$ cat src/dual_timer_regs.svh
// Purpose: Constants for the dual timer with capture/reload
// Assumes: 16-bit timers, 10 MHz system clock
// Notes: Prescaler select is a power of two exponent
`ifndef DUAL_TIMER_REGS_SVH
`define DUAL_TIMER_REGS_SVH
`define TMR_WIDTH 16
`define TMR_RESET 16'h0000
`define PRE_WIDTH 3
`define PRE_CNT_WIDTH 8
`define MIN_DIV_CYCLES 2
`endif

$ cat src/dual_timer_pkg.sv
// Purpose: Types for the dual timer with capture/reload
// Assumes: Used with dual_timer_regs.svh
// Notes: Clock source selections per timer
package dual_timer_pkg;
  typedef enum logic [1:0] {
    SRC_PRESCALE,
    SRC_EXT_RISE,
    SRC_EXT_FALL,
    SRC_TOGGLE
  } clk_src_t;
  typedef enum logic [1:0] {
    EDGE_NONE,
    EDGE_RISE,
    EDGE_FALL,
    EDGE_BOTH
  } edge_sel_t;
endpackage

$ cat src/dual_timer_capture_reload.sv
// Purpose: Core timer and auxiliary timer with a shared capture/reload register
// Assumes: Pins are asynchronous and pass two flip-flops first
// Notes: Control bits are plain ports; no bus, no interrupts
// Notes: A pin count edge seen in the idle cycle of the 2-cycle phase is dropped, not delayed
`include "dual_timer_regs.svh"
`timescale 1ns/1ps
`default_nettype none
module dual_timer_capture_reload (
  input wire logic I_CLK,
  input wire logic I_RST_N,
  input wire logic I_CORE_RUN,
  input wire logic I_AUX_RUN,
  input wire dual_timer_pkg::clk_src_t I_CORE_SRC,
  input wire dual_timer_pkg::clk_src_t I_AUX_SRC,
  input wire logic [`PRE_WIDTH-1:0] I_CORE_PRE,
  input wire logic [`PRE_WIDTH-1:0] I_AUX_PRE,
  input wire logic I_CORE_DOWN,
  input wire logic I_AUX_DOWN,
  input wire logic I_CORE_DIR_PIN_EN,
  input wire logic I_AUX_DIR_PIN_EN,
  input wire logic I_CORE_CLK_PIN,
  input wire logic I_AUX_CLK_PIN,
  input wire logic I_CORE_DIR_PIN,
  input wire logic I_AUX_DIR_PIN,
  input wire logic I_TOGGLE_OUT_EN,
  input wire logic I_RELOAD_EN,
  input wire dual_timer_pkg::edge_sel_t I_CAP_EDGE,
  input wire logic I_CAP_CLEAR_EN,
  input wire logic I_PEER_CNT_CAP_EN,
  input wire logic I_PEER_DIR_CAP_EN,
  input wire logic I_CAPTURE_PIN,
  input wire logic I_PEER_CNT_PIN,
  input wire logic I_PEER_DIR_PIN,
  output logic [`TMR_WIDTH-1:0] O_CORE_TIMER,
  output logic [`TMR_WIDTH-1:0] O_AUX_TIMER,
  output logic [`TMR_WIDTH-1:0] O_CAPTURE_RELOAD,
  output logic O_TOGGLE_LATCH,
  output logic O_TOGGLE_PIN,
  output logic O_COMPARE_CLK,
  output logic O_CAPTURE_EVT
);
  localparam int NPIN = 7;
  // Pin order: core clk, aux clk, core dir, aux dir, capture, peer cnt, peer dir
  logic [NPIN-1:0] pin_raw;
  logic [NPIN-1:0] sync1;
  logic [NPIN-1:0] sync2;
  logic [NPIN-1:0] sync3;
  logic [NPIN-1:0] rise;
  logic [NPIN-1:0] fall;
  logic phase;
  logic next_phase;
  logic [`PRE_CNT_WIDTH-1:0] pre_cnt;
  logic [`PRE_CNT_WIDTH-1:0] next_pre_cnt;
  logic [`TMR_WIDTH-1:0] core_timer;
  logic [`TMR_WIDTH-1:0] aux_timer;
  logic [`TMR_WIDTH-1:0] capture_reload_reg;
  logic [`TMR_WIDTH-1:0] next_core_timer;
  logic [`TMR_WIDTH-1:0] next_aux_timer;
  logic [`TMR_WIDTH-1:0] next_capture_reload_reg;
  logic core_toggle_latch;
  logic next_core_toggle_latch;
  logic latch_prev;
  logic next_latch_prev;
  logic next_compare_clk;
  logic next_capture_evt;
  logic core_tick;
  logic aux_tick;
  logic core_down;
  logic aux_down;
  logic core_wrap;
  logic latch_edge;
  logic capture;

  assign pin_raw = {I_PEER_DIR_PIN, I_PEER_CNT_PIN, I_CAPTURE_PIN, I_AUX_DIR_PIN,
                    I_CORE_DIR_PIN, I_AUX_CLK_PIN, I_CORE_CLK_PIN};

  // Two-stage synchronisers plus one history stage for edge detection
  // A pin change reaches the edge logic 2 cycles after it happens
  genvar g;
  generate
    for (g = 0; g < NPIN; g++) begin : g_pin
      always_ff @(posedge I_CLK or negedge I_RST_N) begin
        if (!I_RST_N) begin
          sync1[g] <= 1'b0;
          sync2[g] <= 1'b0;
          sync3[g] <= 1'b0;
        end else begin
          sync1[g] <= pin_raw[g];
          sync2[g] <= sync1[g];
          sync3[g] <= sync2[g];
        end
      end
      assign rise[g] = sync2[g] & ~sync3[g];
      assign fall[g] = ~sync2[g] & sync3[g];
    end
  endgenerate

  // Select a count tick from the source setting
  // The core has no toggle source, so it is handed a constant low there
  function automatic logic pick_tick(input dual_timer_pkg::clk_src_t src, input logic pre_hit,
                                     input logic r, input logic f, input logic tgl);
    logic t;
    t = 1'b0;
    unique case (src)
      dual_timer_pkg::SRC_PRESCALE: t = pre_hit;
      dual_timer_pkg::SRC_EXT_RISE: t = r;
      dual_timer_pkg::SRC_EXT_FALL: t = f;
      dual_timer_pkg::SRC_TOGGLE: t = tgl;
    endcase
    return t;
  endfunction

  // Counting only on odd phase caps the rate at one count per two cycles; pin edges on even phase are lost
  // Gating both timers by phase keeps the toggle-to-aux path aligned too
  always_comb begin
    next_phase = ~phase;
    next_pre_cnt = pre_cnt + (phase ? `PRE_CNT_WIDTH'(1) : `PRE_CNT_WIDTH'(0));
    // The latch history only moves in the counting phase, so a latch change that lands
    // in the idle phase is still seen as an edge at the next counting cycle
    next_latch_prev = phase ? core_toggle_latch : latch_prev;
    latch_edge = core_toggle_latch ^ latch_prev;
    core_tick = phase & I_CORE_RUN & pick_tick(I_CORE_SRC,
        (pre_cnt & ((`PRE_CNT_WIDTH'(1) << I_CORE_PRE) - `PRE_CNT_WIDTH'(1))) == '0,
        rise[0], fall[0], 1'b0);
    aux_tick = phase & I_AUX_RUN & pick_tick(I_AUX_SRC,
        (pre_cnt & ((`PRE_CNT_WIDTH'(1) << I_AUX_PRE) - `PRE_CNT_WIDTH'(1))) == '0,
        rise[1], fall[1], latch_edge);
    core_down = I_CORE_DIR_PIN_EN ? (sync2[2] ^ I_CORE_DOWN) : I_CORE_DOWN;
    aux_down = I_AUX_DIR_PIN_EN ? (sync2[3] ^ I_AUX_DOWN) : I_AUX_DOWN;
  end

  // Core timer, toggle latch and reload
  // Wrap is judged before the step: all ones going up, zero going down
  // A reload replaces the wrapped value, but the latch and compare pulse still see the wrap
  always_comb begin
    next_core_timer = core_timer;
    next_core_toggle_latch = core_toggle_latch;
    core_wrap = 1'b0;
    if (core_tick) begin
      core_wrap = core_down ? (core_timer == '0) : (core_timer == '1);
      next_core_timer = core_down ? core_timer - `TMR_WIDTH'(1) : core_timer + `TMR_WIDTH'(1);
      if (core_wrap) begin
        next_core_toggle_latch = ~core_toggle_latch;
        if (I_RELOAD_EN) begin
          next_core_timer = capture_reload_reg;
        end
      end
    end
    next_compare_clk = core_wrap;
  end

  // Capture sources; aux clear wins over counting in the capture cycle
  // The capture takes the aux value from before this cycle's count or clear
  always_comb begin
    capture = 1'b0;
    unique case (I_CAP_EDGE)
      dual_timer_pkg::EDGE_NONE: capture = 1'b0;
      dual_timer_pkg::EDGE_RISE: capture = rise[4];
      dual_timer_pkg::EDGE_FALL: capture = fall[4];
      dual_timer_pkg::EDGE_BOTH: capture = rise[4] | fall[4];
    endcase
    capture = capture | (I_PEER_CNT_CAP_EN & (rise[5] | fall[5]))
                      | (I_PEER_DIR_CAP_EN & (rise[6] | fall[6]));
    next_capture_reload_reg = capture ? aux_timer : capture_reload_reg;
    next_aux_timer = aux_timer;
    if (aux_tick) begin
      next_aux_timer = aux_down ? aux_timer - `TMR_WIDTH'(1) : aux_timer + `TMR_WIDTH'(1);
    end
    if (capture && I_CAP_CLEAR_EN) begin
      next_aux_timer = `TMR_RESET;
    end
    next_capture_evt = capture;
  end

  // State registers
  // Reset clears every count; pin history starts at the idle low level
  always_ff @(posedge I_CLK or negedge I_RST_N) begin
    if (!I_RST_N) begin
      phase <= 1'b0;
      pre_cnt <= '0;
      core_timer <= `TMR_RESET;
      aux_timer <= `TMR_RESET;
      capture_reload_reg <= `TMR_RESET;
      core_toggle_latch <= 1'b0;
      latch_prev <= 1'b0;
      O_COMPARE_CLK <= 1'b0;
      O_CAPTURE_EVT <= 1'b0;
      O_TOGGLE_PIN <= 1'b0;
    end else begin
      phase <= next_phase;
      pre_cnt <= next_pre_cnt;
      core_timer <= next_core_timer;
      aux_timer <= next_aux_timer;
      capture_reload_reg <= next_capture_reload_reg;
      core_toggle_latch <= next_core_toggle_latch;
      latch_prev <= next_latch_prev;
      O_COMPARE_CLK <= next_compare_clk;
      O_CAPTURE_EVT <= next_capture_evt;
      // Registered so the pin never glitches; the enable takes effect one cycle late
      O_TOGGLE_PIN <= next_core_toggle_latch & I_TOGGLE_OUT_EN;
    end
  end

  // Outputs come straight from the state registers
  assign O_CORE_TIMER = core_timer;
  assign O_AUX_TIMER = aux_timer;
  assign O_CAPTURE_RELOAD = capture_reload_reg;
  assign O_TOGGLE_LATCH = core_toggle_latch;
endmodule
`default_nettype wire

$ cat config.mk
export PLATFORM = sky130hd
export DESIGN_NAME = dual_timer_capture_reload
export DESIGN_NICKNAME = d
export VERILOG_FILES = /design/src/dual_timer_pkg.sv /design/src/dual_timer_capture_reload.sv
export VERILOG_INCLUDE_DIRS = /design/src
export SDC_FILE = /design/constraint.sdc
export NUM_CORES = 1
export LEC_CHECK = 0
export BUFFER_PORTS_ARGS = -buffer_cell sky130_fd_sc_hd__buf_2
export CORE_MARGIN = 1.5
export CORE_UTILIZATION = 57
export CTS_BUF_LIST = sky130_fd_sc_hd__clkbuf_16
export CTS_CLUSTER_DIAMETER = 200
export CTS_CLUSTER_SIZE = 28
export DETAILED_ROUTE_END_ITERATION = 12
export HOLD_SLACK_MARGIN = 0.06
export PLACE_DENSITY = 0.85
export SETUP_SLACK_MARGIN = 0.3
export SLEW_MARGIN = 15
export SYNTH_ARGS = -nofsm -noshare
export SYNTH_HDL_FRONTEND = slang
export SYNTH_SLANG_ARGS = --single-unit
$ cat constraint.sdc
create_clock -name I_CLK -period 3.7 [get_ports I_CLK]
set_input_delay 0.37 -clock I_CLK [delete_from_list [all_inputs] [get_ports I_CLK]]
set_output_delay 0.37 -clock I_CLK [all_outputs]
set_load 0.02 [all_outputs]
==> impl_metrics.json, run 1 <==
{
  "startpoint": "sync2[3]",
  "ant_nets": 0,
  "cellPowerDensity_nw_per_um2": 665,
  "core_um2": 8220,
  "rsz0062_at_grt": "false",
  "cts_hold_buf": 0,
  "cts_tree": "built",
  "fin_crit_sh_pct": 79.8,
  "fin_nets": 648,
  "cp_max_fo": 11,
  "drc": 0,
  "yosysWarnings": 0,
  "clk_latency_ns": 0.33,
  "routedWlPerCell_um": 17.4,
  "crit_buf_inv": 3,
  "mostFrequentLayoutCells": "buf_2, dfrtp_1, nand2_1, a21oi_1, ha_1",
  "critPathCaptureType": "flip-flop",
  "mostFrequentLayoutCell": "buf_2",
  "pwr-share-seq_pct": 31.3,
  "synth_area_leaders": "dfrtp_1, ha_1, mux2_2, a21oi_1, nand2_1",
  "dieWidth_um": 95.2,
  "synth-seq-cells": 80,
  "setup_viol": 0,
  "startpoint_type": "flip-flop",
  "synth_seq_area_share_pct": 41.3,
  "diodes": 0,
  "hold_viol": 0,
  "slew_headroom_pct": 35.7,
  "hpwl_um": 8640,
  "reg2reg_from": "sync2[3]",
  "finalMaxSlewViolations": 0,
  "fin_crit_ns": 2.95,
  "post_cts_buffers": 0,
  "cts_root_buf": "clkbuf_16",
  "placed_cells": 676,
  "p_sw_mw": 1.52,
  "track_usage_pct": 28.0,
  "grt_pass1_vias": 4140,
  "die_h_um": 95.2,
  "pin_count": 84,
  "syn_area_um2": 4850,
  "grt-ovfl-total": 0,
  "cpLargestDelayFamily": "compound AO/OA/AOI/OAI gates",
  "switching_share_pct": 40.3,
  "cts_made_buffers": 9,
  "wirelength_um": 12000,
  "synth_edf_count": 0,
  "drtIter0Drc": 277,
  "worst_pin_slew_ns": 0.964,
  "areaGrowthSynthToFinish_pct": 17.4,
  "htree_levels": 3,
  "skew_ns": 0.00776,
  "drt-pass1-iter-count": 6,
  "place_area_um2": 5360,
  "grt_pass1_wl_um": 19600,
  "cpPeakStageDelay_ns": 0.51,
  "max_cap_viol_count": 0,
  "die_area_um2": 9070,
  "cp_cell_sequence": "nand2_1, xnor2_1, buf_4, inv_1, fa_1, nor2b_1, o21ai_0, a21oi_1, o22ai_1, buf_4, or4_1, a32o_1",
  "crit_slowest_cell": "or4_1",
  "ir_worst_vdd_mv": 0.300,
  "post_synth.cell_area_avg_um2": 9.70,
  "holdCritPathClass": "primary input to flip-flop",
  "p_int_mw": 2.26,
  "synthDominantCellAreaShare_pct": 41.3,
  "yosysUniqueCellTypes": 58,
  "clockBufferDepth": 2,
  "initial_core_util_pct": 59.0,
  "yosys.area.top_type": "dfrtp_1",
  "worstSetupPathType": "flip-flop to flip-flop",
  "cp.arrival_ns": 3.17,
  "cts_sinks": 80,
  "ctsResizeCount": 0,
  "clk_pin_slew_ns": 0.07,
  "crit_path_frequent_cell": "buf_4",
  "drive_gt1_share_pct": 21.6,
  "synthFlopType": "dfrtp_1",
  "combinationalPowerShare_pct": 42.4,
  "grt_max_degree": 81,
  "outcome": "completed",
  "antenna_found_initial": 0,
  "fmax_mhz": 339,
  "critPathRequiredTime_ns": 3.92,
  "syn-num-nets": 566,
  "final_area_um2": 5690,
  "num_rows": 33,
  "holdWs_ns": 0.137,
  "gp_congestion": 0.918,
  "fin_cells": 692,
  "hold_start": "I_PEER_DIR_PIN",
  "io_buffers": 83,
  "fin_setup_tns_ns": 0,
  "via_count": 4264,
  "clkPwrFrac_pct": 26.3,
  "synthArstFlopShare_pct": 100,
  "syn-instance-count": 500,
  "power_leakage_nw": 2.86,
  "routed_via_density": 6.16
}
[synthesized netlist by cell type, drive strengths merged (3+ instances only)]
cell type  instances
xor2              10
a2111oi            4
o211a              3
a21oi             34
a211oi             4
nand4              5
a22oi              3
mux2              16
o21a               3
nor2b              3
a21boi             3
a22o               3
dfrtp             80
a32o               3
xnor2             18
a21o               9
and2               5
nand3             12
nor3               7
nor4bb             3
clkbuf            15
nand2b             5
and3               6
nand2             45
o21ai             30
nor4               8
a31oi             18
or4                3
buf                3
mux2i             12
ha                32
inv               22
a211o              3
nor2              30
or2                3
o21bai             3
or3                4
[registers in the layout, summed over array words and instances, names as in the netlist, 5 cells and up]
name and cells:
O_AUX_TIMER 16, O_CAPTURE_RELOAD 16, O_CORE_TIMER 16, pre_cnt 7, sync1 7, sync2 7, sync3 5
[cells by family after synthesis]
kind of cell	after synthesis	share of synthesized area [%]
compound gates	145	19.9
xor+xnor	28	5.06
fa+ha+maj	34	9.08
buf+inv	40	3.43
flops	80	41.3
mux	28	6.19
simple gates	145	15.0
[layout make-up]
class | instances | area [um2]
clock buffers | 9 | 225
clock inverters | 7 | 106
fillers | 629 | 2530
inverters | 22 | 82.6
multi-input cells | 380 | 2680
flip-flops and latches | 80 | 2000
well taps | 105 | 131
repair buffers | 89 | 463
[routing by layer]
metal / global-route usage [%] / wire length (um)
met5: 0 / 0
met4: 11.6 / 334
met3: 3.35 / 622
met2: 47.3 / 5930
met1: 36.2 / 5130
[stage by stage]
step / worst slack, ns / util [%] / power [mW]
global route: 0.592 / 69.3 / 4.00
floorplan: 0.408 / - / 2.32
global placement: 0.763 / 65.2 / 2.72
finish: 0.746 / 69.3 / 3.78
detailed placement: 0.691 / 65.2 / 2.76
CTS: 0.795 / 69.3 / 3.78
[power groups by stage]
| stage | Clock, mW | Combinational (mW) | Sequential (mW) |
|---|---|---|---|
| 2_1_floorplan | 0 | 1.03 | 1.29 |
| 5_1_grt | 1.04 | 1.76 | 1.20 |
| 6_report | 0.993 | 1.60 | 1.18 |
| 3_3_place_gp | 0 | 1.54 | 1.19 |
| 4_1_cts | 1.00 | 1.59 | 1.18 |
| 3_5_place_dp | 0 | 1.56 | 1.20 |
[final timing paths]
kind                                  endpoint  slack [ns]  depth (start not counted)
setup / recovery               O_AUX_TIMER[14]        0.75                         12
hold / removal                        sync1[6]        0.14                          1
setup reg to reg               O_AUX_TIMER[14]        0.75                         12
hold reg to reg                       sync2[2]        0.35                          0
max in group asynchronous  O_CAPTURE_RELOAD[7]        2.89                          1
min in group asynchronous             sync1[4]        0.20                          1
[worst reg2reg max path: cells and delay by family, from the launching register on]
family          cells  cell delay [ns]
compound gates      4             0.77
xor+xnor            1             0.13
fa+ha+maj           1             0.41
buf+inv             3             0.49
flops               1             0.36
simple gates        3             0.70
Note: power is estimated with default switching activity, not from simulation.
==> run 2: changes to the inputs <==
- ABC_AREA: unset -> 1
- CORE_UTILIZATION: 57 -> 58
- clock period: 3.7 -> 3.1 ns (I/O delays scaled with it)
==> impl_metrics.json, run 2 <==
{
  "outcome": "completed",
  "cp_max_fo": 17,
  "routedWlPerCell_um": 13.2,
  "setup_viol": 0,
  "rsz0062_at_grt": "false",
  "dieWidth_um": 101,
  "wirelength_um": 13800,
  "synth_area_leaders": "dfrtp_1, nand2_1, inv_1, nand3_1, ha_1",
  "initial_core_util_pct": 59.7,
  "syn-instance-count": 822,
  "fin_crit_ns": 2.48,
  "yosysUniqueCellTypes": 28,
  "fin_crit_sh_pct": 80.0,
  "finalMaxSlewViolations": 0,
  "gp_congestion": 0.955,
  "setup_ws_ns": 0.619,
  "hold_start": "I_AUX_CLK_PIN",
  "grt_pass1_wl_um": 23500,
  "synthFlopType": "dfrtp_1",
  "slew_headroom_pct": 33.4,
  "core_um2": 9240,
  "ant_nets": 0,
  "synth-seq-cells": 80,
  "max_cap_viol_count": 0,
  "hold_viol": 0,
  "via_count": 5400,
  "fin_setup_tns_ns": 0,
  "holdCritPathClass": "primary input to flip-flop",
  "skew_ns": 0.00822,
  "power_leakage_nw": 3.80,
  "drtIter0Drc": 225,
  "yosys.area.top_type": "dfrtp_1",
  "htree_levels": 3,
  "cellPowerDensity_nw_per_um2": 782,
  "die_area_um2": 10100,
  "yosysMostFrequentCell": "nand2_1",
  "synth_edf_count": 0,
  "startpoint": "sync2[2]",
  "preCtsSetupSlack_ns": 0.546,
  "cts_tree": "built",
  "routed_via_density": 5.18,
  "die_h_um": 101,
  "cts_root_buf": "clkbuf_16",
  "synthArstFlopShare_pct": 100,
  "critPathCaptureType": "flip-flop",
  "mostFrequentLayoutCell": "nand2_1",
  "clk_pin_slew_ns": 0.07,
  "fin_nets": 975,
  "post_synth.cell_area_avg_um2": 6.71,
  "grt_pass1_vias": 5284,
  "grt-ovfl-total": 0,
  "syn-num-nets": 888,
  "areaGrowthSynthToFinish_pct": 14.8,
  "synthDominantCellAreaShare_pct": 36.3,
  "synth_seq_area_share_pct": 36.3,
  "syn_area_um2": 5520,
  "diodes": 0,
  "track_usage_pct": 29.7,
  "startpoint_type": "flip-flop",
  "cts_sinks": 80,
  "pin_count": 84,
  "num_rows": 35,
  "clk_latency_ns": 0.34,
  "drt-pass1-iter-count": 6,
  "critPathRequiredTime_ns": 3.34,
  "yosysWarnings": 0,
  "antenna_found_initial": 0,
  "fmax_mhz": 403,
  "drc": 0,
  "cts_made_buffers": 9,
  "ir_worst_vdd_mv": 0.331,
  "mostFrequentLayoutCells": "nand2_1, inv_1, nand3_1, buf_2, dfrtp_1",
  "worstSetupPathType": "flip-flop to flip-flop",
  "reg2reg_from": "sync2[2]",
  "grt_max_degree": 81,
  "clockBufferDepth": 2,
  "drive_gt1_share_pct": 12.7,
  "cp.arrival_ns": 2.72,
  "worst_pin_slew_ns": 0.998,
  "io_buffers": 83,
  "hpwl_um": 9950,
  "yosys-top-cells-count": "nand2_1, inv_1, nand3_1, dfrtp_1, nor2_1"
}
[run 2: cell types whose count changed after synthesis, sizes merged, moves of 16 or more]
cell and change:
nor2 +21, inv +104, a31oi -17, nand2 +292, mux2 -16, nand3 +76
[run 2: stage by stage]
step	instance area, um2	util, %	std cells	hold slack (ns)	power (mW)
global route	6330	68.5	1043	0.0660	5.40
floorplan	5520	-	822	0.0144	3.24
CTS	6310	68.3	1041	0.0653	4.94
detailed placement	6020	65.2	1025	0.337	3.88
finish	6330	68.5	1043	0.0687	4.95
global placement	6020	65.2	1025	0.332	3.82
[run 2: final cells by class]
| class | instances | area [um2] |
|---|---|---|
| multi-input combinational | 604 | 2950 |
| fill | 841 | 2910 |
| sequential | 80 | 2000 |
| inverter | 127 | 477 |
| timing repair buffer | 87 | 453 |
| clock buffer | 9 | 225 |
| tap | 129 | 161 |
| clock inverter | 7 | 60.1 |
[run 2: worst paths after layout]
path,slack [ns],cells after the start,to
hold / removal,0.07,1,sync1[1]
setup / recovery,0.62,12,O_CORE_TIMER[13]
setup reg to reg,0.62,12,O_CORE_TIMER[13]
min in group asynchronous,0.12,1,pre_cnt[6]
max in group asynchronous,2.32,1,O_CAPTURE_RELOAD[10]
hold reg to reg,0.35,0,sync2[6]
[run 2: metal layers]
| metal | part of all wire, % | routed length, um | GRT usage [%] |
|---|---|---|---|
| met1 | 42 | 5830 | 36.5 |
| met2 | 49 | 6780 | 51.8 |
| met3 | 5.4 | 748 | 4.02 |
| met4 | 3.1 | 424 | 13.9 |
| met5 | 0 | 0 | 0 |
[run 2: logic make-up (layout without fill, tap and decap cells)]
logic type / count (synthesis) / in the layout / synth area share, %
fa+ha+maj: 34 / 34 / 7.98
simple gates: 501 / 501 / 37.6
compound gates: 50 / 50 / 4.85
xor+xnor: 19 / 19 / 3.02
buf+inv: 138 / 230 / 10.2
flops: 80 / 80 / 36.3
[run 2: timing repair]
action | 4_1_cts | 5_1_grt
endpoints found under the setup margin | 0 | 2
hold buffers | 0 | 2
gates resized for setup | 0 | 1
buffers inserted | 0 | 0
hold endpoints to repair | 0 | 2
[run 2: power breakdown]
part / total [mW] / internal [mW] / switching [mW]
Sequential: 1.54 / 1.26 / 0.277
Clock: 1.04 / 0.559 / 0.482
Combinational: 2.37 / 0.847 / 1.53
Total: 4.95 / 2.66 / 2.29
[run 2: critical path: stages (launching register included)]
cell	delay, ns
dfrtp_1	0.38
nand3_1	0.08
nand2_1	0.45
ha_1	0.60
nand2_1	0.11
nor2_1	0.16
nand2_1	0.07
nand3_1	0.11
nand2_1	0.11
nand3_1	0.10
nand3_1	0.09
nand2_1	0.07
nand2_1	0.04
